==> src/verilog/clk_src_pkg.sv <==
package clk_src_pkg;

    // Core clock and derived synthesizer step scale
    localparam longint CORE_CLK_HZ = 200_000_000;
    localparam longint SYN_K = ((64'd1 << 40) + CORE_CLK_HZ / 2) / CORE_CLK_HZ;
    localparam int SYN_K_W = 13;
    localparam int SYN_SHIFT = 8;
    localparam int ACC_W = 32;

    // Reference inputs and clock source codes
    localparam int N_INPUTS = 6;
    localparam logic [2:0] SRC_MASTER = 3'h0;
    localparam logic [2:0] SRC_WORD = 3'h1;
    localparam logic [2:0] SRC_AES = 3'h2;
    localparam logic [2:0] SRC_OPT1 = 3'h3;
    localparam logic [2:0] SRC_OPT2 = 3'h4;
    localparam logic [2:0] SRC_MADI_OPT = 3'h5;
    localparam logic [2:0] SRC_MADI_COAX = 3'h6;

    // Rate classes, 0 means no rate recognised
    localparam logic [3:0] RC_NONE = 4'h0;
    localparam logic [3:0] RC_32K = 4'h1;
    localparam logic [3:0] RC_44K1 = 4'h2;
    localparam logic [3:0] RC_48K = 4'h3;
    localparam logic [3:0] RC_64K = 4'h4;
    localparam logic [3:0] RC_88K2 = 4'h5;
    localparam logic [3:0] RC_96K = 4'h6;
    localparam logic [3:0] RC_128K = 4'h7;
    localparam logic [3:0] RC_176K4 = 4'h8;
    localparam logic [3:0] RC_192K = 4'h9;

    // Period measurement: class borders in Hz, converted to core cycles
    localparam int PERIOD_CNT_W = 13;
    localparam longint BORDER_HZ_0 = 37_100;
    localparam longint BORDER_HZ_1 = 46_000;
    localparam longint BORDER_HZ_2 = 54_900;
    localparam longint BORDER_HZ_3 = 74_200;
    localparam longint BORDER_HZ_4 = 92_000;
    localparam longint BORDER_HZ_5 = 109_700;
    localparam longint BORDER_HZ_6 = 148_300;
    localparam longint BORDER_HZ_7 = 184_000;
    localparam longint MIN_RATE_HZ = 28_000;
    localparam longint MAX_RATE_HZ = 210_000;
    localparam logic [12:0] PERIOD_MAX = 13'(CORE_CLK_HZ / MIN_RATE_HZ);
    localparam logic [12:0] PERIOD_MIN = 13'(CORE_CLK_HZ / MAX_RATE_HZ);
    localparam logic [12:0] LOCK_TOL = 13'h008;
    localparam logic [2:0] LOCK_COUNT = 3'h4;

    // Register byte offsets
    localparam logic [4:0] REG_CTRL = 5'h00;
    localparam logic [4:0] REG_PITCH = 5'h04;
    localparam logic [4:0] REG_STATUS = 5'h08;
    localparam logic [4:0] REG_RATES = 5'h0c;
    localparam logic [4:0] REG_MADI = 5'h10;
    localparam logic [4:0] REG_IRQ_STAT = 5'h14;
    localparam logic [4:0] REG_IRQ_MASK = 5'h18;

    // Field positions
    localparam int CTRL_SRC_LSB = 0;
    localparam int CTRL_SINGLE_BIT = 3;
    localparam int CTRL_RATE_LSB = 4;
    localparam int CTRL_PULL_LSB = 8;
    localparam int STAT_LOCK_LSB = 8;
    localparam int STAT_SYNC_LSB = 16;
    localparam int IRQ_SRC_BIT = 0;
    localparam int IRQ_LOCK_BIT = 1;

    // Reset values
    localparam logic [3:0] RATE_RST = RC_48K;
    localparam logic [2:0] SRC_RST = SRC_MASTER;

    // Video pull presets
    localparam logic [2:0] PULL_NONE = 3'h0;
    localparam logic [2:0] PULL_UP_01 = 3'h1;
    localparam logic [2:0] PULL_DN_01 = 3'h2;
    localparam logic [2:0] PULL_UP_4 = 3'h3;
    localparam logic [2:0] PULL_DN_4 = 3'h4;
    // Fractions as multipliers over 2^16
    localparam logic [11:0] FRAC_5PCT = 12'hccd;
    localparam logic [11:0] FRAC_4PCT = 12'ha3d;
    localparam logic [11:0] FRAC_01PCT = 12'h042;

    // Rate class from a measured period in core cycles
    function automatic logic [3:0] class_of(input logic [12:0] per);
        if (per >= 13'(CORE_CLK_HZ / BORDER_HZ_0)) return RC_32K;
        if (per >= 13'(CORE_CLK_HZ / BORDER_HZ_1)) return RC_44K1;
        if (per >= 13'(CORE_CLK_HZ / BORDER_HZ_2)) return RC_48K;
        if (per >= 13'(CORE_CLK_HZ / BORDER_HZ_3)) return RC_64K;
        if (per >= 13'(CORE_CLK_HZ / BORDER_HZ_4)) return RC_88K2;
        if (per >= 13'(CORE_CLK_HZ / BORDER_HZ_5)) return RC_96K;
        if (per >= 13'(CORE_CLK_HZ / BORDER_HZ_6)) return RC_128K;
        if (per >= 13'(CORE_CLK_HZ / BORDER_HZ_7)) return RC_176K4;
        return RC_192K;
    endfunction

endpackage

==> src/verilog/audio_clock_source_select.sv <==
// Our own choices: the address map and strobed register access.
`timescale 1ns/10ps
// Function
// - Word clock output follows active sample rate
// - Single speed divides word clock to 32-48k
// - Source is master or one of six inputs
// - Unlocked chosen input falls to next locked
// - No locked input means internal clock
// - Effective source readable by host
// - Per input no lock, lock or sync
// - Per input coarse rate class reported
// - MADI channel and frame format reported
// - Pitch offset 1 Hz steps within 5%
// - Video pull presets 0.1% and 4%
// - Pitch acts only in master mode
module audio_clock_source_select
    import clk_src_pkg::*;
#(
    parameter int NIN = N_INPUTS
)
(
    input wire logic core_clk_i,
    input wire logic rst_i,
    input wire logic [4:0] reg_addr_i,
    input wire logic [31:0] reg_wdata_i,
    input wire logic reg_wr_i,
    input wire logic reg_rd_i,
    output logic [31:0] reg_rdata_o,
    input wire logic [NIN-1:0] ref_clk_i,
    input wire logic [3:0] madi_fmt_i,
    output logic word_clk_o,
    output logic irq_o
);

    typedef struct packed {
        logic [31:0] rdata;
        logic [2:0] cfg_src;
        logic single;
        logic [3:0] rate_sel;
        logic [2:0] pull;
        logic [15:0] pitch;
        logic [2:0] eff_src;
        logic [NIN-1:0] lock_prev;
        logic [1:0] irq_stat;
        logic [1:0] irq_mask;
        logic [ACC_W-1:0] acc;
        logic prev_src;
        logic [1:0] div_cnt;
        logic wc;
        logic [3:0] m1;
        logic [3:0] m2;
        logic [3:0] m3;
        logic [3:0] madi;
    } top_s;

    top_s q;
    top_s n;
    logic [NIN-1:0] lock;
    logic [NIN-1:0] level;
    logic [NIN-1:0] sync;
    logic [3:0] rclass [NIN];
    logic [3:0] act_class;
    logic [2:0] eff_idx;
    logic src_lvl;
    logic [17:0] base_hz;
    logic [17:0] span;
    logic [17:0] pull_off;
    logic signed [19:0] pitch_c;
    logic signed [19:0] target;
    logic [SYN_K_W+19:0] prod;
    logic [1:0] irq_clr;
    logic [1:0] events;

    // One monitor per reference input
    for (genvar i = 0; i < NIN; i++)
    begin : g_mon
        ref_input_monitor u_mon
        (
            .core_clk_i(core_clk_i),
            .rst_i(rst_i),
            .ref_i(ref_clk_i[i]),
            .level_o(level[i]),
            .lock_o(lock[i]),
            .rate_class_o(rclass[i])
        );
    end

    // Nominal rate of a class in Hz; illegal codes give 48 kHz
    function automatic logic [17:0] nominal_hz(input logic [3:0] c);
        unique case (c)
            RC_32K: return 18'd32000;
            RC_44K1: return 18'd44100;
            RC_64K: return 18'd64000;
            RC_88K2: return 18'd88200;
            RC_96K: return 18'd96000;
            RC_128K: return 18'd128000;
            RC_176K4: return 18'd176400;
            RC_192K: return 18'd192000;
            default: return 18'd48000;
        endcase
    endfunction

    // Scale a rate by a fraction over 2^16
    function automatic logic [17:0] frac(input logic [17:0] hz,
                                         input logic [11:0] f);
        logic [29:0] p;
        p = hz * f;
        return 18'(p >> 16);
    endfunction

    // First locked input after the configured one, else master
    function automatic logic [2:0] next_locked(input logic [2:0] start,
                                               input logic [NIN-1:0] lk);
        logic [2:0] idx;
        logic [2:0] found;
        idx = start;
        found = SRC_MASTER;
        for (int k = 0; k < NIN; k++)
        begin
            idx = (idx == 3'(NIN)) ? 3'h1 : idx + 3'h1;
            if (found == SRC_MASTER && lk[idx - 3'h1])
                found = idx;
        end
        return found;
    endfunction

    // Sync means locked and at the rate the device runs on
    always_comb
    begin
        for (int i = 0; i < NIN; i++)
            sync[i] = lock[i] && (rclass[i] == act_class);
    end

    // Synthesizer target: base, preset pull and clamped fine pitch
    always_comb
    begin
        base_hz = nominal_hz(q.rate_sel);
        span = frac(base_hz, FRAC_5PCT);
        pitch_c = 20'($signed(q.pitch));
        // Offset range limited around nominal
        if (pitch_c > $signed({2'b00, span}))
            pitch_c = $signed({2'b00, span});
        else if (pitch_c < -$signed({2'b00, span}))
            pitch_c = -$signed({2'b00, span});
        // Video pull presets
        unique case (q.pull)
            PULL_UP_01, PULL_DN_01: pull_off = frac(base_hz, FRAC_01PCT);
            PULL_UP_4, PULL_DN_4: pull_off = frac(base_hz, FRAC_4PCT);
            default: pull_off = 18'h0;
        endcase
        if (q.pull == PULL_DN_01 || q.pull == PULL_DN_4)
            target = $signed({2'b00, base_hz})
                - $signed({2'b00, pull_off}) + pitch_c;
        else
            target = $signed({2'b00, base_hz})
                + $signed({2'b00, pull_off}) + pitch_c;
        prod = (SYN_K_W + 20)'($unsigned(target))
            * (SYN_K_W + 20)'(SYN_K);
    end

    always_comb
    begin
        n = q;
        irq_clr = 2'h0;
        // MADI format pins, a change counts once stages agree
        n.m1 = madi_fmt_i;
        n.m2 = q.m1;
        n.m3 = q.m2;
        if (q.m2 == q.m3)
            n.madi = q.m3;

        // Source choice with automatic_source_fallback
        if (q.cfg_src == SRC_MASTER || q.cfg_src > 3'(NIN))
            n.eff_src = SRC_MASTER;
        else if (lock[q.cfg_src - 3'h1])
            n.eff_src = q.cfg_src;
        else if (q.eff_src != SRC_MASTER && lock[q.eff_src - 3'h1])
            n.eff_src = q.eff_src; // Stay on a fallback still locked
        else
            n.eff_src = next_locked(q.cfg_src, lock);

        // Active rate and source level for the word clock
        eff_idx = q.eff_src - 3'h1;
        if (q.eff_src == SRC_MASTER)
        begin
            act_class = q.rate_sel;
            src_lvl = q.acc[ACC_W-1];
            // Pitch only moves the internal synthesizer
            n.acc = q.acc + ACC_W'(prod >> SYN_SHIFT);
        end
        else
        begin
            act_class = rclass[eff_idx];
            src_lvl = level[eff_idx];
            n.acc = '0;
        end

        // Word clock at active rate, optionally single speed
        n.prev_src = src_lvl;
        if (src_lvl && !q.prev_src)
            n.div_cnt = q.div_cnt + 2'h1;
        if (!q.single || act_class <= RC_48K)
            n.wc = src_lvl;
        else if (act_class <= RC_96K)
            n.wc = q.div_cnt[0]; // Halved to stay in range
        else
            n.wc = q.div_cnt[1]; // Quartered

        // Register writes
        if (reg_wr_i)
        begin
            unique case (reg_addr_i)
                REG_CTRL:
                begin
                    n.cfg_src = reg_wdata_i[CTRL_SRC_LSB +: 3];
                    n.single = reg_wdata_i[CTRL_SINGLE_BIT];
                    n.rate_sel = reg_wdata_i[CTRL_RATE_LSB +: 4];
                    n.pull = reg_wdata_i[CTRL_PULL_LSB +: 3];
                end
                REG_PITCH: n.pitch = reg_wdata_i[15:0];
                REG_IRQ_MASK: n.irq_mask = reg_wdata_i[1:0];
                default: ;
            endcase
        end

        // Register reads, data stands only in the next cycle
        n.rdata = '0;
        if (reg_rd_i)
        begin
            unique case (reg_addr_i)
                REG_CTRL:
                begin
                    n.rdata[CTRL_SRC_LSB +: 3] = q.cfg_src;
                    n.rdata[CTRL_SINGLE_BIT] = q.single;
                    n.rdata[CTRL_RATE_LSB +: 4] = q.rate_sel;
                    n.rdata[CTRL_PULL_LSB +: 3] = q.pull;
                end
                REG_PITCH: n.rdata[15:0] = q.pitch;
                REG_STATUS:
                begin
                    // Source chosen this cycle, in step with the lock bits
                    n.rdata[2:0] = n.eff_src;
                    n.rdata[STAT_LOCK_LSB +: NIN] = lock;
                    n.rdata[STAT_SYNC_LSB +: NIN] = sync;
                end
                REG_RATES:
                begin
                    for (int i = 0; i < NIN; i++)
                        n.rdata[4*i +: 4] = rclass[i];
                end
                REG_MADI: n.rdata[3:0] = q.madi;
                REG_IRQ_STAT:
                begin
                    n.rdata[1:0] = q.irq_stat;
                    irq_clr = 2'h3;
                end
                REG_IRQ_MASK: n.rdata[1:0] = q.irq_mask;
                default: ;
            endcase
        end

        // Sticky events; a new event beats a read clear
        events = '0;
        events[IRQ_SRC_BIT] = n.eff_src != q.eff_src;
        events[IRQ_LOCK_BIT] = lock != q.lock_prev;
        n.lock_prev = lock;
        n.irq_stat = (q.irq_stat & ~irq_clr) | events;
    end

    always_ff @(posedge core_clk_i)
    begin
        if (rst_i)
        begin
            q <= '0;
            q.rate_sel <= RATE_RST;
            q.cfg_src <= SRC_RST;
        end
        else
            q <= n;
    end

    assign reg_rdata_o = q.rdata;
    assign word_clk_o = q.wc;
    assign irq_o = |(q.irq_stat & q.irq_mask);

endmodule

==> src/verilog/ref_input_monitor.sv <==
`timescale 1ns/10ps
module ref_input_monitor
    import clk_src_pkg::*;
(
    input wire logic core_clk_i,
    input wire logic rst_i,
    input wire logic ref_i,
    output logic level_o,
    output logic lock_o,
    output logic [3:0] rate_class_o
);

    typedef struct packed {
        logic s1;
        logic s2;
        logic s3;
        logic level;
        logic [12:0] cnt;
        logic [12:0] last_per;
        logic [2:0] good;
        logic lock;
        logic [3:0] rclass;
    } mon_s;

    mon_s q;
    mon_s n;
    logic rise;
    logic [12:0] diff;

    // Edge measurement; only agreeing second and third stages count
    always_comb
    begin
        n = q;
        n.s1 = ref_i;
        n.s2 = q.s1;
        n.s3 = q.s2;
        rise = (q.s2 == q.s3) && q.s3 && !q.level;
        diff = (q.cnt > q.last_per) ? q.cnt - q.last_per
                                    : q.last_per - q.cnt;
        if (q.s2 == q.s3)
            n.level = q.s3;
        if (rise)
        begin
            n.cnt = 13'h001;
            n.last_per = q.cnt;
            // Lock needs several equal periods in a row
            if (q.cnt >= PERIOD_MIN && diff <= LOCK_TOL)
            begin
                if (q.good != LOCK_COUNT)
                    n.good = q.good + 3'h1;
                else
                begin
                    n.lock = 1'b1;
                    n.rclass = class_of(q.cnt);
                end
            end
            else
            begin
                n.good = 3'h0;
                n.lock = 1'b0;
                n.rclass = RC_NONE;
            end
        end
        else if (q.cnt >= PERIOD_MAX)
        begin
            // Missing edges drop lock without host help
            n.good = 3'h0;
            n.lock = 1'b0;
            n.rclass = RC_NONE;
        end
        else
            n.cnt = q.cnt + 13'h001;
    end

    always_ff @(posedge core_clk_i)
    begin
        if (rst_i)
            q <= '0;
        else
            q <= n;
    end

    assign level_o = q.level;
    assign lock_o = q.lock;
    assign rate_class_o = q.rclass;

endmodule

==> config.mk <==
export PLATFORM = sky130hd
export DESIGN_NAME = audio_clock_source_select
export DESIGN_NICKNAME = d
export VERILOG_FILES = /design/src/verilog/clk_src_pkg.sv /design/src/verilog/audio_clock_source_select.sv /design/src/verilog/ref_input_monitor.sv
export SDC_FILE = /design/constraint.sdc
export NUM_CORES = 2
export LEC_CHECK = 0
export ABC_AREA = 1
export BUFFER_PORTS_ARGS = -buffer_cell sky130_fd_sc_hd__clkbuf_2
export CAP_MARGIN = 20
export CORE_UTILIZATION = 65
export DETAILED_ROUTE_END_ITERATION = 6
export PLACE_DENSITY = 0.84
export SYNTH_ARGS = -nofsm -noshare
export SYNTH_HDL_FRONTEND = slang
export SYNTH_SLANG_ARGS = --single-unit
==> constraint.sdc <==
create_clock -name core_clk_i -period 43 [get_ports core_clk_i]
set_input_delay 2.15 -clock core_clk_i [delete_from_list [all_inputs] [get_ports core_clk_i]]
set_output_delay 2.15 -clock core_clk_i [all_outputs]
set_load 0.02 [all_outputs]
# Word level (Yosys, flattened, before mapping)
# Memory sizes are Yosys's and may differ from the RTL's. A register that Yosys moved wholly into a read port is not among the register bits.
# Index checks and enable logic that the tools add are counted.
dict set report totals {
  romBits 240
  elab_cells 1008
  ff_bits 352
  memories 1
}
# name words word_bits rd rd_clocked_by_memory_dff wr line
set mem_list {}
lappend mem_list {{(name not given)} 16 15 1 1 0 audio_clock_source_select.sv:90} ;# unique case (c)
dict set report op_classes {
  n_mul 4
  bitwise 8
  reduce_logical 84
  addsub 45
  order_cmp 86
  n_eq_ne 55
  muxes 645
}
# operator count
set ops {}
lappend ops {{$mux 4} 171}
lappend ops {{$mux 1} 384}
lappend ops {{$ge 13x11->1 const B} 18}
lappend ops {{$ge 13x12->1 const B} 18}
lappend ops {{$ge 13x13->1 const B} 18}
lappend ops {{$sub 13x13->13} 12}
lappend ops {{$mux 8} 18}
lappend ops {{$mux 3} 36}
lappend ops {{$add 13x1->13 const B} 6}
lappend ops {{$ge 13x10->1 const B} 6}
lappend ops {{$gt 13x13->1} 6}
lappend ops {{$le 13x4->1 const B} 6}
lappend ops {{$mux 13} 6}
lappend ops {{$mul 18x12->30 const B} 2}
lappend ops {{$mux 20} 3}
lappend ops {{$ne 3x3->1 const B} 18}
lappend ops {{$add 3x1->3 const B} 12}
lappend ops {{$add 32x25->32} 1}
lappend ops {{$lt 3x4->1 const B} 8}
lappend ops {{$mul 20x12->32 const B} 1}
lappend ops {{$logic_and 1x1->1} 31}
lappend ops {{$mux 5} 6}
lappend ops {{$reduce_and 2->1} 15}
lappend ops {{$eq 4x4->1} 7}
lappend ops {{49 further kinds} 118}

# Depth between registers and ports, before layout
dict set report depth {
  ltp_word 66
  ltp_mapped 88
  depth_no_buf 87
}

# Modules after synthesis
# Synthesis repeated with hierarchy kept, for this count alone.
dict set report unflattened {
  hier_cells 6570
  hier_area_um2 44476.4
}
# module cells_each area_per_inst_um2 instances
set by_module_without_submodules {}
lappend by_module_without_submodules {audio_clock_source_select 3045 23067.1 1}
lappend by_module_without_submodules {{ref_input_monitor at g_mon[0].u_mon ...} 584 3567.2 5}
lappend by_module_without_submodules {{ref_input_monitor at g_mon[5].u_mon} 605 3573.4 1}

# Least setup slack after synthesis
# No wires, ideal clock.
dict set report synth_timing {
  path_kind {register to register}
  start {reg, netlist name base_hz[6]}
  end {reg q[47] (netlist name)}
  stages_incl_launch_ff 80
  arrival_time_ns 14.434
  slack_ns 28.495
  required_ns 42.929
  period_less_slack_ns 14.505
  n_path_buf 1
  path_cell_list {dfxtp_1 > ha_1 > xor2_1 > ha_1 > fa_1 > fa_1 > inv_1 > fa_1 > inv_1 > ha_1 > nand2_1 > nor3_1 > a21oi_1 > nand2_1 > a21o_2 > a31oi_2 > o21ai_2 > nand3_1 > [... 44 more ...] > fa_1 > inv_1 > ha_1 > a21oi_1 > a21boi_1 > xnor2_1 > ha_1 > nand2_1 > nor3_1 > nor2_1 > o21ai_1 > a21oi_1 > o21ai_1 > inv_1 > nor2_1 > inv_1 > or2_0 > a21oi_1}
}
dict set report synth_via {
  elab_chain_len 9
}
# element line
set synth_rtl {}
lappend synth_rtl {{$mul 18x12->30} audio_clock_source_select.sv:107} ;# p = hz * f;
lappend synth_rtl {{$neg 14->20} {audio_clock_source_select.sv:143, audio_clock_source_select.sv:144}}
lappend synth_rtl {{$lt 16x20->1} audio_clock_source_select.sv:143} ;# else if (pitch_c < -$signed({2'b00, span}))
lappend synth_rtl {{$mux 20} audio_clock_source_select.sv:143}
lappend synth_rtl {{$mux 20} audio_clock_source_select.sv:141} ;# if (pitch_c > $signed({2'b00, span}))
lappend synth_rtl {{$add 20x20->20 / $add 19x20->20 (equally long branches)} {audio_clock_source_select.sv:156, audio_clock_source_select.sv:153}}
lappend synth_rtl {{$mux 20 *} audio_clock_source_select.sv:151} ;# if (q.pull == PULL_DN_01 || q.pull == PULL_DN_4)
lappend synth_rtl {{$mul 20x12->32 *} audio_clock_source_select.sv:158} ;# * (SYN_K_W + 20)'(SYN_K);
lappend synth_rtl {{$add 32x25->32 *} audio_clock_source_select.sv:189} ;# n.acc = q.acc + ACC_W'(prod >> SYN_SHIFT);
lappend synth_rtl {{end signal, assigned} audio_clock_source_select.sv:279} ;# q <= n;
lappend synth_rtl {{end, declared} audio_clock_source_select.sv:56} ;# top_s q;
# Every way passes the cells marked *; elsewhere a longest branch is shown, timed or not.
# A chain may end at the register's enable or synchronous reset.

# Worst setup path after layout
dict set report layout_timing {
  start {reg, netlist name base_hz[7]}
  end {reg q[51] (netlist name)}
}
dict set report layout_via {
  elab_chain_len 9
}
# element line
set layout_rtl {}
lappend layout_rtl {{$mul 18x12->30} audio_clock_source_select.sv:107}
lappend layout_rtl {{$neg 14->20} {audio_clock_source_select.sv:143, audio_clock_source_select.sv:144}}
lappend layout_rtl {{$lt 16x20->1} audio_clock_source_select.sv:143}
lappend layout_rtl {{$mux 20} audio_clock_source_select.sv:143}
lappend layout_rtl {{$mux 20} audio_clock_source_select.sv:141}
lappend layout_rtl {{$add 20x20->20 / $add 19x20->20 (equally long branches)} {audio_clock_source_select.sv:156, audio_clock_source_select.sv:153}}
lappend layout_rtl {{$mux 20 *} audio_clock_source_select.sv:151}
lappend layout_rtl {{$mul 20x12->32 *} audio_clock_source_select.sv:158}
lappend layout_rtl {{$add 32x25->32 *} audio_clock_source_select.sv:189}
# Marks and branches as above.

==> out/results.ini <==
[worst_hold_path]
worstHoldStart=g_mon[5].u_mon.n[36]
hp-class=reg -> reg
min_path_cells=2
min_to=g_mon[5].u_mon.n[35]

[sta]
rsz0062_at_grt=no
worstMarginPinSlew_ps=1060
slew_violations=0
maxSlewHeadroom_pct=29.1
skew_ps=41.8
finalCritPeriodShare_pct=40.3
finalHoldViolCount=0
min_period_ps=17310
fin_setup_tns_ps=0
max_freq_mhz=57.8
finalSetupViolations=0

[floorplanning]
ios=85
core_um2=60700
die_h_um=251
start_util_pct=66.3
die_w_um=251
dieArea_um2=62900
rows=90

[final_layout]
drive_above_1_share_pct=4.43
regArea_um2=7170
multi_input_area_um2=28300
syn_to_final_growth_pct=5.60
num-fill-cells=5068
nets=6502

[detailed_routing]
vias=37266
finalWirelength_um=103000
drc=0
wire_per_inst_um=16.0
drt_iter0_drc=3152
ant_nets=0
vias_per_cell=5.78
dr.pass1.iters=7

[clocking]
post_cts_buffers=0
cts_root_buf=clkbuf_16
clk_latency_ps=600
path_clk_slew_ps=50
ctsResizeCount=0
cts_buffer_depth=3
cts_made_buffers=43
hold_buffers=0
h-tree-depth=2
clock-sinks=358
cts_tree=built

[placement]
portBuffers=60
gp_routability_congestion=0.992
hpwl_um=82800

[global_route]
grt_max_degree=100
grt_pass1_wl_um=171000
grt_overflow=0
grt_pass1_vias=35810
gr-usage-all-layers_pct=32.7
antenna_found_initial=7

[job]
cap_viol_max_count=0

[critical_path]
slowest_stage=dfxtp_1
critPathMaxStageDelay_ps=780
reg2reg_slack_ps=25690
cp_max_fo=15
crit_required_ps=43460
cp_common_cell=inv_1
start_kind=register
rr_endpoint=q[51]
reg2reg_from=base_hz[7]
end_kind=register
crit_arrival_ps=17760
path_class=reg -> reg
rr_worst_depth=79

[yosys]
async_reset_ff_share_pct=0
syn_avg_cell_area_um2=7.13
netlist_instances=5639
synth.top_cell.area_share_pct=19.8
yosys_register_bits=358
synthTopCellsByArea=ha_1 (20%), dfxtp_1 (18%), inv_1 (10%)
synth_ff_type=dfxtp_1
ys_warn_count=0
ys_types=76
synth_top_area_cell=ha_1
synth_area_um2=40200
synth_edf_count=0
synth_seq_area_share_pct=17.8

[status]
status=completed

==> critical path: cells and delay by family, from the launching register on <==
| family | cells | cell delay [ps] |
|---|---|---|
| fa+ha+maj | 15 | 6290 |
| compound gates | 21 | 4160 |
| simple gates | 26 | 3110 |
| buf+inv | 11 | 1250 |
| flops | 1 | 780 |
| xor+xnor | 6 | 1540 |
==> layout make-up <==
type / count / share of cell area (%)
diodes: 4 / 0.0236
clock buffers: 56 / 2.86
clock inverters: 21 / 0.648
inverters: 1089 / 9.63
multi-input cells: 4064 / 66.6
flip-flops and latches: 358 / 16.9
well taps: 782 / 2.30
repair buffers: 77 / 1.01
==> layout by cell type (no fill, tap or decap), drive strengths merged, types with 6 or more instances in the layout <==
master	Yosys	routed
nor3	72	72
a221oi	18	18
buf	53	18
nor4	21	21
a41oi	7	7
a21boi	13	13
a211oi	12	12
ha	638	638
and2	6	6
a21o	31	31
dfxtp	358	358
fa	180	180
nand2	831	831
inv	1075	1078
a21oi	573	573
o2111ai	16	16
o22ai	27	27
or2	29	29
o221ai	13	13
o21a	25	25
nand3b	6	6
o31ai	25	25
o211ai	37	37
o311ai	11	11
nor2	443	443
conb	1	8
xnor2	45	45
a31oi	38	38
xor2	149	149
clkbuf	82	115
a2111oi	10	10
nand3	215	215
o21ai	431	431
nand4	60	60
o21bai	37	37
clkinv	14	25
==> logic make-up after synthesis <==
group	count (synthesis)	synth area share, %
simple gates	1693	17.8
compound gates	1345	19.2
buf+inv	1224	11.9
fa+ha+maj	818	28.8
flops	358	17.8
xor+xnor	194	4.28
mux	6	0.152
other cells	1	0.00932
==> metrics by stage <==
| stage | setup WS (ps) | cell area [um2] | cells | util [%] | hold slack [ps] |
|---|---|---|---|---|---|
| after floorplan | 28500 | 40200 | 5646 | - | 388 |
| after detailed placement | 25930 | 41000 | 6370 | 67.5 | 397 |
| after global placement | 26140 | 41000 | 6370 | 67.5 | 390 |
| after global routing | 24430 | 42500 | 6450 | 70.0 | 421 |
| after CTS | 25870 | 42500 | 6447 | 70.0 | 406 |
| final | 25690 | 42500 | 6451 | 70.0 | 403 |
==> per-layer routing <==
layer	up-vias	share of wire [%]	routed length (um)	GRT usage, %
li1	18536	-	-	-
met1	17157	43	44600	42.5
met2	1309	46	47200	55.0
met3	256	7.4	7650	4.44
met4	8	3.5	3560	12.0
met5	-	0.048	49	0
==> synth_stat cells, types with 9 or more instances <==
cell and count:
inv_1 1067, nand2_1 817, ha_1 638, a21oi_1 569, nor2_1 434, o21ai_0 390
dfxtp_1 358, nand3_1 211, fa_1 180, xor2_1 147, clkbuf_1 82, nor3_1 70
nand4_1 59, xnor2_1 44, a31oi_1 37, o211ai_1 37, buf_4 36, a21o_1 30
o21ai_1 30, o21bai_1 30, o22ai_1 27, or2_2 26, o21a_1 25, o31ai_1 23
nor4_1 21, a221oi_1 18, o2111ai_1 16, clkinv_1 14, nand2_2 13, o221ai_1 13
a211oi_1 12, o21ai_2 11, o311ai_0 11, a2111oi_0 10, buf_2 9, nor2_2 9
==> flip-flops by register name, summed over array words and instances, names as in the netlist <==
| register | count |
|---|---|
| g_mon.u_mon.n | 12 |
| word_clk_o | 1 |
| g_mon.u_mon.q | 180 |
| g_mon.u_mon.lock_o | 6 |
| q | 83 |
| base_hz | 14 |
| n | 8 |
| g_mon.u_mon.level_o | 6 |
| reg_rdata_o | 24 |
| g_mon.u_mon.rate_class_o | 24 |
==> worst max-delay path by stage <==
stage / slack (ps) / end / cells past startpoint / from
global route: 24430 / q[47] / 81 / base_hz[8]
floorplan: 28500 / q[47] / 79 / base_hz[6]
CTS: 25870 / q[51] / 79 / base_hz[7]
global placement: 26140 / q[51] / 79 / base_hz[8]
finish: 25690 / q[51] / 79 / base_hz[7]
detailed placement: 25930 / q[51] / 79 / base_hz[7]
Power is not shown: default switching activity piles up to over one toggle a cycle in this logic, so the estimate is an artifact.
